## src/acq_pkg.sv

```systemverilog
// Purpose: shared constants and types of the digital input acquisition timing engine
// Assumes: 200 MHz clock, 32-bit APB register bus
// Notes:   offsets are byte addresses, one aligned word per register
package acq_pkg;
    localparam int LINES = 8;                      // digital lines per sample
    localparam int AW    = 8;                      // sample memory address bits
    localparam logic [AW:0] DEPTH = 9'h100;        // sample memory words
    // register offsets
    localparam logic [11:0] OFS_CTRL  = 12'h000;
    localparam logic [11:0] OFS_DIV   = 12'h004;
    localparam logic [11:0] OFS_COUNT = 12'h008;
    localparam logic [11:0] OFS_PRE   = 12'h00C;
    localparam logic [11:0] OFS_DELAY = 12'h010;
    localparam logic [11:0] OFS_FILT  = 12'h014;
    localparam logic [11:0] OFS_STAT  = 12'h018;
    localparam logic [11:0] OFS_DATA  = 12'h01C;
    localparam logic [11:0] OFS_LEVEL = 12'h020;
    localparam logic [11:0] OFS_RISE  = 12'h024;
    localparam logic [11:0] OFS_FALL  = 12'h028;
    localparam logic [11:0] OFS_CMD   = 12'h02C;
    // control field positions
    localparam int B_FINITE = 0;
    localparam int B_REF_EN = 1;
    localparam int B_TRG_EN = 2;
    localparam int B_ST_FALL = 3;
    localparam int B_REF_FALL = 4;
    localparam int B_CLK_FALL = 5;
    localparam int B_HOLD_EN = 6;
    localparam int B_HOLD_LOW = 7;
    localparam int B_TB_EXT = 8;
    localparam int B_FILT_EN = 9;
    localparam int B_STB_INV = 10;
    localparam int F_ST_SRC = 12;
    localparam int F_REF_SRC = 16;
    localparam int F_HOLD_SRC = 20;
    localparam int F_CLK_SRC = 24;
    // command and status bits
    localparam int C_START = 0;
    localparam int C_STOP = 1;
    localparam int S_RUN = 0;
    localparam int S_ARMED = 1;
    localparam int S_TRIGD = 2;
    localparam int S_DONE = 3;
    localparam int S_OVF = 4;
    localparam int S_CFG = 5;
    // source codes
    localparam logic [2:0] SRC_ACMP = 3'h0;        // analog comparison event
    localparam logic [3:0] CLK_SRC_TB = 4'h8;      // divided timebase
    localparam logic [3:0] CLK_SRC_CHG = 4'h9;     // change detection event
    // reset values
    localparam logic [31:0] CTRL_RST = 32'h0000_0000;
    localparam logic [15:0] DIV_RST = 16'h0004;
    localparam logic [15:0] COUNT_RST = 16'h0100;
    localparam logic [7:0] FILT_RST = 8'h01;
    // filter timing
    localparam int STEP_NS = 25;
    localparam int CLK_PERIOD_NS = 5;
    localparam int STEP_CYC = (STEP_NS + CLK_PERIOD_NS - 1) / CLK_PERIOD_NS;
    typedef enum logic [2:0] {
        ST_IDLE  = 3'b000,
        ST_WAIT  = 3'b001,
        ST_DELAY = 3'b010,
        ST_RUN   = 3'b011,
        ST_DONE  = 3'b100
    } acq_state_type;
endpackage

```

## src/sample_ram.sv

```systemverilog
// Purpose: sample memory of the acquisition engine
// Assumes: one write and one read port on the same clock
// Notes:   read data is registered, so it trails the address by one cycle
`timescale 1ns/10ps
module sample_ram #(
    parameter int W  = 8,
    parameter int AW = 8
) (
    // clock and reset
    input  wire logic          clk,
    input  wire logic          rst_b,
    // write port
    input  wire logic          we,
    input  wire logic [AW-1:0] waddr,
    input  wire logic [W-1:0]  wdata,
    // read port
    input  wire logic [AW-1:0] raddr,
    output logic      [W-1:0]  rdata
);
    logic [W-1:0] mem [0:(1<<AW)-1];               // storage, no reset needed

    // write side
    always_ff @(posedge clk) begin
        if (we) begin
            mem[waddr] <= wdata;
        end
    end

    // registered read keeps the output a clean flop
    always_ff @(posedge clk or negedge rst_b) begin
        if (!rst_b) begin
            rdata <= '0;
        end else begin
            rdata <= mem[raddr];
        end
    end
endmodule

```

## src/acq_timing_engine.sv

```systemverilog
// Purpose: digital input acquisition timing engine with APB registers
// Assumes: all inputs synchronous to clk; APB master holds requests
// Notes:   sample memory doubles as waveform FIFO and pretrigger ring
// Functional notes
// capture all lines on chosen sample edge
// sample while FIFO full raises overflow
// one sample holds every task line
// sample strobe out active high by default
// timebase divided into sample clock, never output
// sample clock source and polarity selectable
// without start trigger, software start begins
// stop on count, reference, or software stop
// delay from start to first sample
// start source selectable, rising or falling
// analog start source uses rising edge
// start trigger output is active high pulse
// posttrigger count is buffer minus pretrigger
// reference trigger armed after pretrigger samples
// full pretrigger buffer discards oldest sample
// stop after exact posttrigger count
// analog reference edge as configured
// reference trigger output active high
// level hold gates internal sample clock
// one filter setting for all lines
// filter width in 25 ns steps
// level passes after consecutive filter samples
// change event fires and samples lines
// pretrigger above buffer refused, error flagged
`timescale 1ns/10ps
module acq_timing_engine
    import acq_pkg::*;
(
    // clock and reset
    input  wire logic                       clk,
    input  wire logic                       rst_b,
    // apb slave
    input  wire logic [11:0]                paddr,
    input  wire logic                       psel,
    input  wire logic                       penable,
    input  wire logic                       pwrite,
    input  wire logic [31:0]                pwdata,
    output logic      [31:0]                prdata,
    output logic                            pready,
    output logic                            pslverr,
    // module lines and trigger sources
    input  wire logic [acq_pkg::LINES-1:0]  din,
    input  wire logic [7:0]                 trig_src,
    input  wire logic                       ext_timebase,
    // routed timing outputs
    output logic                            input_sample_strobe,
    output logic                            input_begin_trigger,
    output logic                            input_stop_ref_trigger,
    output logic                            edge_change_event
);
    import acq_pkg::*;

    // picks one source bit by code
    function automatic logic pick(input logic [7:0] v, input logic [2:0] s);
        return v[s];
    endfunction

    // register file
    logic [31:0]      ctrl_q;                      // mode and routing
    logic [15:0]      div_q;                       // timebase divisor
    logic [15:0]      count_q;                     // finite count / buffer size
    logic [15:0]      pre_q;                       // pretrigger count
    logic [15:0]      delay_q;                     // start to first sample
    logic [7:0]       filt_q;                      // filter width in steps
    logic [LINES-1:0] rise_q;                      // change detect rising mask
    logic [LINES-1:0] fall_q;                      // change detect falling mask
    logic             ovf_q;                       // sticky overflow
    logic             cfg_q;                       // sticky configuration error
    logic [31:0]      prdata_q;                    // captured read data

    // bus decode
    wire acc = psel & penable;
    wire wr = acc & pwrite;
    wire setup = psel & ~penable;
    wire hit_ctrl = paddr == OFS_CTRL;
    wire hit_stat = paddr == OFS_STAT;
    wire hit_data = paddr == OFS_DATA;
    wire hit_cmd = paddr == OFS_CMD;
    wire hit_any = hit_ctrl | hit_stat | hit_data | hit_cmd | (paddr == OFS_DIV) | (paddr == OFS_COUNT)
                 | (paddr == OFS_PRE) | (paddr == OFS_DELAY) | (paddr == OFS_FILT) | (paddr == OFS_LEVEL)
                 | (paddr == OFS_RISE) | (paddr == OFS_FALL);
    wire cmd_start = wr & hit_cmd & pwdata[C_START];
    wire cmd_stop = wr & hit_cmd & pwdata[C_STOP];
    assign pready = 1'b1;                          // never waits
    assign pslverr = acc & ~hit_any;
    assign prdata = prdata_q;

    // control fields
    wire       finite = ctrl_q[B_FINITE];
    wire       ref_en = ctrl_q[B_REF_EN];
    wire       trg_en = ctrl_q[B_TRG_EN];
    wire       filt_en = ctrl_q[B_FILT_EN];
    wire [2:0] st_src = ctrl_q[F_ST_SRC +: 3];
    wire [2:0] ref_src = ctrl_q[F_REF_SRC +: 3];
    wire [2:0] hold_src = ctrl_q[F_HOLD_SRC +: 3];
    wire [3:0] clk_src = ctrl_q[F_CLK_SRC +: 4];

    // engine state
    acq_state_type    st_q, st_d;
    logic [15:0]      div_cnt_q;                   // timebase divider
    logic [15:0]      dly_q;                       // delay counter
    logic [15:0]      tot_q;                       // samples taken
    logic [15:0]      post_q;                      // samples after reference
    logic             trigd_q;                     // reference accepted
    logic [AW-1:0]    wp_q, rp_q;                  // memory pointers
    logic [AW:0]      lvl_q;                       // stored samples
    logic [7:0]       src_q;                       // sources one cycle ago
    logic             tb_q;                        // timebase one cycle ago
    logic [LINES-1:0] line_q, smp_q, prev_q;       // filtered, filter sample, last filtered
    logic [15:0]      fcnt_q;                      // filter clock divider
    logic [LINES-1:0] mem_rdata;

    // filter clock: half the minimum width, so two agreeing samples span it
    wire [15:0] half_w = 16'((32'(filt_q) * STEP_CYC) >> 1);
    wire        ftick = fcnt_q >= ((half_w == 16'h0) ? 16'h0 : half_w - 16'h1);

    always_ff @(posedge clk or negedge rst_b) begin
        if (!rst_b) begin
            fcnt_q <= 16'h0000;
        end else begin
            fcnt_q <= ftick ? 16'h0000 : fcnt_q + 16'h0001;
        end
    end

    // per-line debounce, one shared tick and width for the module
    generate
        for (genvar i = 0; i < LINES; i++) begin : g_filt
            always_ff @(posedge clk or negedge rst_b) begin
                if (!rst_b) begin
                    smp_q[i] <= 1'b0;
                    line_q[i] <= 1'b0;
                end else if (!filt_en) begin
                    smp_q[i] <= din[i];
                    line_q[i] <= din[i];
                end else if (ftick) begin
                    smp_q[i] <= din[i];
                    if (din[i] == smp_q[i]) begin
                        line_q[i] <= din[i];
                    end
                end
            end
        end
    endgenerate

    // change detection on filtered lines
    wire chg = |((line_q & ~prev_q & rise_q) | (~line_q & prev_q & fall_q));

    // edge and level taps on the sources
    wire [7:0] src_rise = trig_src & ~src_q;
    wire [7:0] src_fall = ~trig_src & src_q;
    wire st_fall = ctrl_q[B_ST_FALL] & (st_src != SRC_ACMP);
    wire st_edge = st_fall ? pick(src_fall, st_src) : pick(src_rise, st_src);
    wire ref_edge = ctrl_q[B_REF_FALL] ? pick(src_fall, ref_src)
                                       : pick(src_rise, ref_src);
    wire hold_on = ctrl_q[B_HOLD_EN] & (pick(trig_src, hold_src) ^ ctrl_q[B_HOLD_LOW]);

    // sample clock generation
    wire tb_tick = ctrl_q[B_TB_EXT] ? (ext_timebase & ~tb_q) : 1'b1;
    wire div_end = div_cnt_q >= ((div_q == 16'h0) ? 16'h0 : div_q - 16'h1);
    wire run = st_q == ST_RUN;
    wire int_stb = run & tb_tick & div_end & ~hold_on;
    wire ext_stb = ctrl_q[B_CLK_FALL] ? pick(src_fall, clk_src[2:0]) : pick(src_rise, clk_src[2:0]);
    wire smp_evt = (clk_src == CLK_SRC_TB) ? int_stb
                 : (clk_src == CLK_SRC_CHG) ? chg
                 : (clk_src[3] ? 1'b0 : ext_stb);
    wire sample = run & smp_evt & ~hold_on;

    // fifo and ring bookkeeping
    wire [15:0] post_tgt = count_q - pre_q;
    wire        armed = tot_q >= pre_q;
    wire        full = lvl_q == DEPTH;
    wire        ring = ref_en & ~trigd_q & ({7'h00, lvl_q} >= pre_q);  // ring holds only the pretrigger samples
    wire        push_ok = sample & (ring | ~full);
    wire        discard = push_ok & ring;
    wire        pop = acc & ~pwrite & hit_data & (lvl_q != '0) & ~discard;
    wire        adv_rd = discard | pop;
    wire        bad_cfg = ref_en & ((pre_q > count_q) | (count_q > 16'(DEPTH)));
    wire        take_ref = run & ref_en & armed & ~trigd_q & ref_edge;
    wire        post_end = trigd_q & push_ok & (post_q + 16'h1 == post_tgt);
    wire        fin_end = finite & ~ref_en & push_ok & (tot_q + 16'h1 == count_q);

    // next state
    always_comb begin
        st_d = st_q;
        case (st_q)
            ST_IDLE, ST_DONE: begin
                if (cmd_start && !bad_cfg) begin
                    st_d = trg_en ? ST_WAIT : (delay_q != 16'h0) ? ST_DELAY : ST_RUN;
                end
            end
            ST_WAIT: begin
                if (cmd_stop) begin
                    st_d = ST_DONE;
                end else if (st_edge) begin
                    st_d = (delay_q != 16'h0) ? ST_DELAY : ST_RUN;
                end
            end
            ST_DELAY: begin
                if (cmd_stop) begin
                    st_d = ST_DONE;
                end else if (dly_q <= 16'h1) begin
                    st_d = ST_RUN;
                end
            end
            ST_RUN: begin
                if (cmd_stop || post_end || fin_end) begin
                    st_d = ST_DONE;
                end
            end
            default: begin
                st_d = ST_IDLE;
            end
        endcase
    end

    // state, counters and pointers
    always_ff @(posedge clk or negedge rst_b) begin
        if (!rst_b) begin
            st_q <= ST_IDLE;
            dly_q <= 16'h0000;
            div_cnt_q <= 16'h0000;
        end else begin
            st_q <= st_d;
            dly_q <= (st_q != ST_DELAY) ? delay_q : dly_q - 16'h0001;
            if (!run) begin
                div_cnt_q <= 16'h0000;             // first sample a full period after start
            end else if (tb_tick && !hold_on) begin
                div_cnt_q <= div_end ? 16'h0000 : div_cnt_q + 16'h0001;
            end
        end
    end

    wire restart = (st_q == ST_IDLE || st_q == ST_DONE) && st_d != st_q;

    always_ff @(posedge clk or negedge rst_b) begin
        if (!rst_b) begin
            tot_q <= 16'h0000;
            post_q <= 16'h0000;
            trigd_q <= 1'b0;
        end else if (restart) begin
            tot_q <= 16'h0000;
            post_q <= 16'h0000;
            trigd_q <= 1'b0;
        end else begin
            if (push_ok) begin
                tot_q <= tot_q + 16'h0001;
                post_q <= trigd_q ? post_q + 16'h0001 : post_q;
            end
            if (take_ref) begin
                trigd_q <= 1'b1;
            end
        end
    end

    // memory pointers; a restart empties the buffer
    always_ff @(posedge clk or negedge rst_b) begin
        if (!rst_b) begin
            wp_q <= '0;
            rp_q <= '0;
            lvl_q <= '0;
        end else if (restart) begin
            wp_q <= '0;
            rp_q <= '0;
            lvl_q <= '0;
        end else begin
            wp_q <= push_ok ? wp_q + 1'b1 : wp_q;
            rp_q <= adv_rd ? rp_q + 1'b1 : rp_q;
            lvl_q <= lvl_q + {8'h00, push_ok & ~ring} - {8'h00, pop};
        end
    end

    sample_ram #(.W(LINES), .AW(AW)) u_ram (
        .clk   (clk),
        .rst_b (rst_b),
        .we    (push_ok),
        .waddr (wp_q),
        .wdata (line_q),
        .raddr (rp_q),
        .rdata (mem_rdata)
    );

    // source history and routed outputs, all registered
    always_ff @(posedge clk or negedge rst_b) begin
        if (!rst_b) begin
            src_q <= 8'h00;
            tb_q <= 1'b0;
            prev_q <= '0;
            input_sample_strobe <= 1'b0;
            input_begin_trigger <= 1'b0;
            input_stop_ref_trigger <= 1'b0;
            edge_change_event <= 1'b0;
        end else begin
            src_q <= trig_src;
            tb_q <= ext_timebase;
            prev_q <= line_q;
            input_sample_strobe <= sample ^ ctrl_q[B_STB_INV];
            input_begin_trigger <= (st_q == ST_WAIT) & st_edge;
            input_stop_ref_trigger <= take_ref;
            edge_change_event <= chg;
        end
    end

    // software registers; status set wins over a write-one clear
    always_ff @(posedge clk or negedge rst_b) begin
        if (!rst_b) begin
            ctrl_q <= CTRL_RST;
            div_q <= DIV_RST;
            count_q <= COUNT_RST;
            pre_q <= 16'h0000;
            delay_q <= 16'h0000;
            filt_q <= FILT_RST;
            rise_q <= '0;
            fall_q <= '0;
            ovf_q <= 1'b0;
            cfg_q <= 1'b0;
        end else begin
            if (wr && hit_ctrl) ctrl_q <= pwdata;
            if (wr && paddr == OFS_DIV) div_q <= pwdata[15:0];
            if (wr && paddr == OFS_COUNT) count_q <= pwdata[15:0];
            if (wr && paddr == OFS_PRE) pre_q <= pwdata[15:0];
            if (wr && paddr == OFS_DELAY) delay_q <= pwdata[15:0];
            if (wr && paddr == OFS_FILT) filt_q <= pwdata[7:0];
            if (wr && paddr == OFS_RISE) rise_q <= pwdata[LINES-1:0];
            if (wr && paddr == OFS_FALL) fall_q <= pwdata[LINES-1:0];
            ovf_q <= (sample & full & ~ring) | (ovf_q & ~(wr & hit_stat & pwdata[S_OVF]));
            cfg_q <= (cmd_start & bad_cfg & (st_q == ST_IDLE || st_q == ST_DONE))
                   | (cfg_q & ~(wr & hit_stat & pwdata[S_CFG]));
        end
    end

    // read data captured in the setup cycle
    wire [31:0] stat_w = {26'h0, cfg_q, ovf_q, st_q == ST_DONE, trigd_q, armed, run};
    wire [31:0] rd_w = hit_ctrl ? ctrl_q
                     : (paddr == OFS_DIV) ? {16'h0, div_q}
                     : (paddr == OFS_COUNT) ? {16'h0, count_q}
                     : (paddr == OFS_PRE) ? {16'h0, pre_q}
                     : (paddr == OFS_DELAY) ? {16'h0, delay_q}
                     : (paddr == OFS_FILT) ? {24'h0, filt_q}
                     : hit_stat ? stat_w
                     : hit_data ? {24'h0, mem_rdata}
                     : (paddr == OFS_LEVEL) ? {23'h0, lvl_q}
                     : (paddr == OFS_RISE) ? {24'h0, rise_q}
                     : (paddr == OFS_FALL) ? {24'h0, fall_q}
                     : 32'h0000_0000;

    always_ff @(posedge clk or negedge rst_b) begin
        if (!rst_b) begin
            prdata_q <= 32'h0000_0000;
        end else if (setup && !pwrite) begin
            prdata_q <= rd_w;
        end
    end

    // checks
    AST_OVF: assert property (@(posedge clk) disable iff (!rst_b)
        sample && full && !ring |=> ovf_q && $stable(wp_q)) else $error("overflow not flagged");
    AST_CFG: assert property (@(posedge clk) disable iff (!rst_b)
        cmd_start && bad_cfg && st_q == ST_IDLE |=> cfg_q && st_q == ST_IDLE) else $error("bad start taken");
    AST_SWSTART: assert property (@(posedge clk) disable iff (!rst_b)
        st_q == ST_IDLE && cmd_start && !bad_cfg && !trg_en && delay_q == 16'h0 |=> run)
        else $error("software start ignored");
    AST_BEGIN: assert property (@(posedge clk) disable iff (!rst_b)
        st_q == ST_WAIT && st_edge && !cmd_stop |=> input_begin_trigger && st_q != ST_WAIT)
        else $error("start pulse missing");
    AST_HOLD: assert property (@(posedge clk) disable iff (!rst_b)
        hold_on |-> !sample ##1 input_sample_strobe == $past(ctrl_q[B_STB_INV])) else $error("sample during hold");
    AST_ARM: assert property (@(posedge clk) disable iff (!rst_b)
        run && !trigd_q && tot_q < pre_q |=> !trigd_q) else $error("reference taken before pretrigger");
    AST_RING: assert property (@(posedge clk) disable iff (!rst_b)
        discard |=> lvl_q == $past(lvl_q) && rp_q == $past(rp_q) + 1'b1) else $error("ring did not discard");
    AST_POST: assert property (@(posedge clk) disable iff (!rst_b)
        run && post_end && !restart |=> st_q == ST_DONE ##1 st_q != ST_RUN) else $error("post count overrun");
    AST_FILT: assert property (@(posedge clk) disable iff (!rst_b)
        filt_en && !ftick && $stable(ctrl_q) |=> $stable(line_q)) else $error("filter moved off tick");
endmodule

```

## config.mk

```make
export PLATFORM = sky130hd
export DESIGN_NAME = acq_timing_engine
export DESIGN_NICKNAME = d
export VERILOG_FILES = /design/src/acq_pkg.sv /design/src/sample_ram.sv /design/src/acq_timing_engine.sv
export SDC_FILE = /design/constraint.sdc
export NUM_CORES = 2
export LEC_CHECK = 0
export ABC_AREA = 1
export BUFFER_PORTS_ARGS = -buffer_cell sky130_fd_sc_hd__buf_4
export CAP_MARGIN = 20
export CORE_ASPECT_RATIO = 1.75
export CORE_MARGIN = 2
export CORE_UTILIZATION = 60
export CTS_BUF_LIST = sky130_fd_sc_hd__clkbuf_16
export DETAILED_ROUTE_END_ITERATION = 6
export PLACE_DENSITY_LB_ADDON = 0.2
export SLEW_MARGIN = 25
export SYNTH_ARGS = -nofsm -noshare
export SYNTH_HDL_FRONTEND = slang
export SYNTH_SLANG_ARGS = --single-unit
```

## constraint.sdc

```tcl
create_clock -name clk -period 9.7 [get_ports clk]
set_input_delay 1.455 -clock clk [delete_from_list [all_inputs] [get_ports clk]]
set_output_delay 1.455 -clock clk [all_outputs]
set_load 0.05 [all_outputs]
```

==> results.md <==
- Iter 0 DRT Violations: 8,689
- Met1 usage: 0.387
- # IOs: 104
- Horiz. Die Dim: around 310 um
- All-Layer GR Usage: 0.358
- Post-CTS sizing: 0
- Status: finished, violations left
- Core area: 166,000 sq um
- Clock sink count: 2,356
- Worst Path Required: 10.37 ns
- DP HPWL: 199,000 um
- Synth cell types: a little under 60
- Power, Total: slightly above 20,000 uW
- Slowest Stage Delay on Critical Path: 0.65 ns
- Worst setup EP type: flip-flop
- Routability cong.: 0.991
- Nets: 8,783
- Final WL: 307,000 um
- Synthesized area per cell: 11.5 sq um
- Post-synth ARST share: 0.131
- DR WL/cell: 28.0 um
- Share of layout cells above drive strength 1: 0.0678
- Cell leakage power: roughly 0.038 uW
- Power Density: 189 nW/um^2
- Met3 Resource Use GR: 0.0527
- Hold Crit Class: reg -> reg
- Top cells by area, synth: edfxtp_1 62%, dfrtp_1 7.6%, o21ai_0 6.4%
- Final Instance Count excl. Fillers: roughly 11k
- Setup Fix Bufs, Post-CTS: 0
- Top Usage Layer GRT: met2
- Drt drc: 5
- Seq/Total Area, Yosys: 0.694
- Initial antenna violation count: 8
- Inserted Clock Buffers: 204
- RSZ-0062 raised after global routing: no
- Worst Hold Launch: prdata[16]$_DFFE_PN0P_
- Final critical-path share of the clock period: 0.658
- Aggregate global routing overflow: 0
- Via count: 70.5k
- Top cell by count, worst path: nand2_1
- Cts-stage hold buffer count: 0
- Full die area: 170,000 sq um
- Max-cap violations: 0
- Post-synth EDFFs: ~2k
- Tightest Pin Transition: 1.20 ns
- Worst hold slack: 0.484 ns
- Reg2reg setup slack: 3.32 ns
- Largest delay share family, worst path: simple AND/OR/NAND/NOR gates
- Worst hold path depth: 2
- CTS tree: yes
- FF-to-FF End: post_q[5]$_DFFE_PN0P_
- Cells on worst reg2reg path: 28
- VDD IR-drop max: 0.000166 V
- Largest net degree at the start of global routing: 218
- Slew Limit Fails: 0
- Ys Warns: 0
- Clock Latency Late Sink: 0.87 ns
- Slowest stage cell on the critical path: buf_4
- Die Y: 543 um
- Synthesized cell area: 99,800 sq um
- WHS Endpoint: prdata[16]$_DFFE_PN0P_
- Max Root-Sink Buffers: 4
- Hold Vio Cnt, Final: 0
- Cells after Synth: between 8k and 9k
- Port Buf Inserts: 102
- Kind of critical path: reg -> reg
- FF-to-FF Start: div_q[0]$_DFFE_PN0P_
- Vias in the first global route: 68.8k
- Clock skew: between 0.04 and 0.05 ns
- Worst-path fanout max: 58
- First-pass GRT wire length: 444,000 um
- # H-tree levels: 4
- Area grow syn2layout: 9.32%
- Synth Flop Type: edfxtp_1
- Reg clk slew, reported paths: 0.07 ns
- Root cell of the clock tree: clkbuf_16
- Achievable Freq: 157 MHz
- Startpoint types: flip-flop
- Post-Route Setup TNS: 0 ns
- Area share of the largest cell type after synthesis: 0.616
- Avg Vias per Cell: 6.43
- Floorplan row count: 198
- TritonRoute pass-1 iters: 7
- Post-synth top area cell: edfxtp_1
- Top post-synthesis cells by count: 2,048 x edfxtp_1, 1,522 x nor2_1, 1,286 x o21ai_0
- Crit path buf inv count: 6
- Inst Count DP: 10.6k
- Arrival @ worst endpoint: 7.05 ns
- Failing checks: design-rule violations
- Met2 Resource Use GR: 0.618
- ANT nets after route: 0
- Final critical-path required period: 6.38 ns
- Max_slew headroom: 0.189
- Initial Util: 0.602
- Most numerous cell in the Yosys netlist: edfxtp_1
- Post-synthesis register bit count: approximately 2.4k
- Final setup violation count: 0
-- registers in the layout, indices dropped and copies added, names as in the netlist, 9 cells and up --
name	cells
pre_q	16
u_ram.mem	2048
post_q	16
prdata	32
tot_q	16
fcnt_q	16
delay_q	16
dly_q	16
div_cnt_q	16
lvl_q	9
div_q	16
ctrl_q	32
count_q	16
-- worst register-to-register path, delay by kind of cell (launching register included) --
| kind | cells | cell delay [ns] |
|---|---|---|
| AND/OR/NAND/NOR | 18 | 3.58 |
| adder cells (fa/ha/maj) | 2 | 0.49 |
| flip-flops | 1 | 0.40 |
| AO/OA/AOI/OAI | 2 | 0.29 |
| buffers and inverters | 6 | 1.43 |
-- per-stage QoR --
| step | worst slack, ns | instance area, sq um | utilization |
|---|---|---|---|
| 2_1_floorplan | 3.22 | 99800 | - |
| 3_3_place_gp | 3.37 | 102000 | 0.617 |
| 3_5_place_dp | 3.57 | 102000 | 0.617 |
| 4_1_cts | 3.54 | 109000 | 0.658 |
| 5_1_grt | 2.95 | 109000 | 0.658 |
| 6_report | 3.32 | 109000 | 0.658 |
-- cell usage in the layout (no fill, tap or decap), drive strengths merged, types with 6 or more instances in the layout --
master / n
o211ai: 67
mux2: 6
or2: 9
a221oi: 8
buf: 207
ha: 111
o2111ai: 12
clkinvlp: 16
clkinv: 80
xnor2: 12
xor2: 54
nand3: 390
nand3b: 9
a21oi: 268
conb: 7
o21ai: 1290
edfxtp: 2048
a31oi: 16
nor2: 1530
o31ai: 17
nor4: 8
inv: 442
clkbuf: 206
nor3: 41
o221ai: 203
nand4: 49
dfrtp: 305
o22ai: 322
nand2: 953
bufinv: 30
-- layout make-up --
cell class	count	area (sq um)
Sequential cell	2356	69300
Multi-Input combinational cell	5424	27100
Antenna cell	2	5.00
Tap cell	2200	2750
Fill cell	12338	56600
Clock inverter	158	1610
Inverter	410	1560
Timing Repair Buffer	207	1690
Clock buffer	206	5150
-- worst max-delay path by stage --
stage	from	to	slack [ns]	cells after the start
3_5_place_dp	div_q[0]$_DFFE_PN0P_	lvl_q[8]$_DFF_PN0_	3.57	35
2_1_floorplan	line_q[0]$_DFFE_PN0P_	lvl_q[8]$_DFF_PN0_	3.22	26
6_report	div_q[0]$_DFFE_PN0P_	post_q[5]$_DFFE_PN0P_	3.32	28
4_1_cts	div_q[0]$_DFFE_PN0P_	post_q[5]$_DFFE_PN0P_	3.54	28
5_1_grt	div_q[0]$_DFFE_PN0P_	post_q[5]$_DFFE_PN0P_	2.95	28
3_3_place_gp	div_q[0]$_DFFE_PN0P_	lvl_q[8]$_DFF_PN0_	3.37	35
-- cells by family (layout without fill, tap and decap cells) --
| group | Yosys count | in the layout | share of synthesized area |
|---|---|---|---|
| simple gates | 3001 | 3001 | 0.121 |
| flops | 2356 | 2356 | 0.694 |
| compound gates | 2230 | 2230 | 0.128 |
| buf+inv | 939 | 981 | 0.0360 |
| fa+ha+maj | 114 | 114 | 0.0145 |
| xor+xnor | 66 | 66 | 0.00579 |
| mux | 6 | 6 | 0.000677 |
| other cells | 1 | 9 | 0.0000376 |
-- power breakdown --
part | switching, uW | total [uW] | internal [uW]
clock network | 3670 | 8340 | 4670
logic | 838 | 1150 | 308
registers | 90.8 | 11200 | 11100
-- routing by layer --
metal	wire [um]	up-vias
met2	154000	3995
li1	-	31174
met4	31000	4
met3	23700	1209
met5	26	-
met1	98200	34113
No activity file was read; power rests on OpenSTA's default activity.
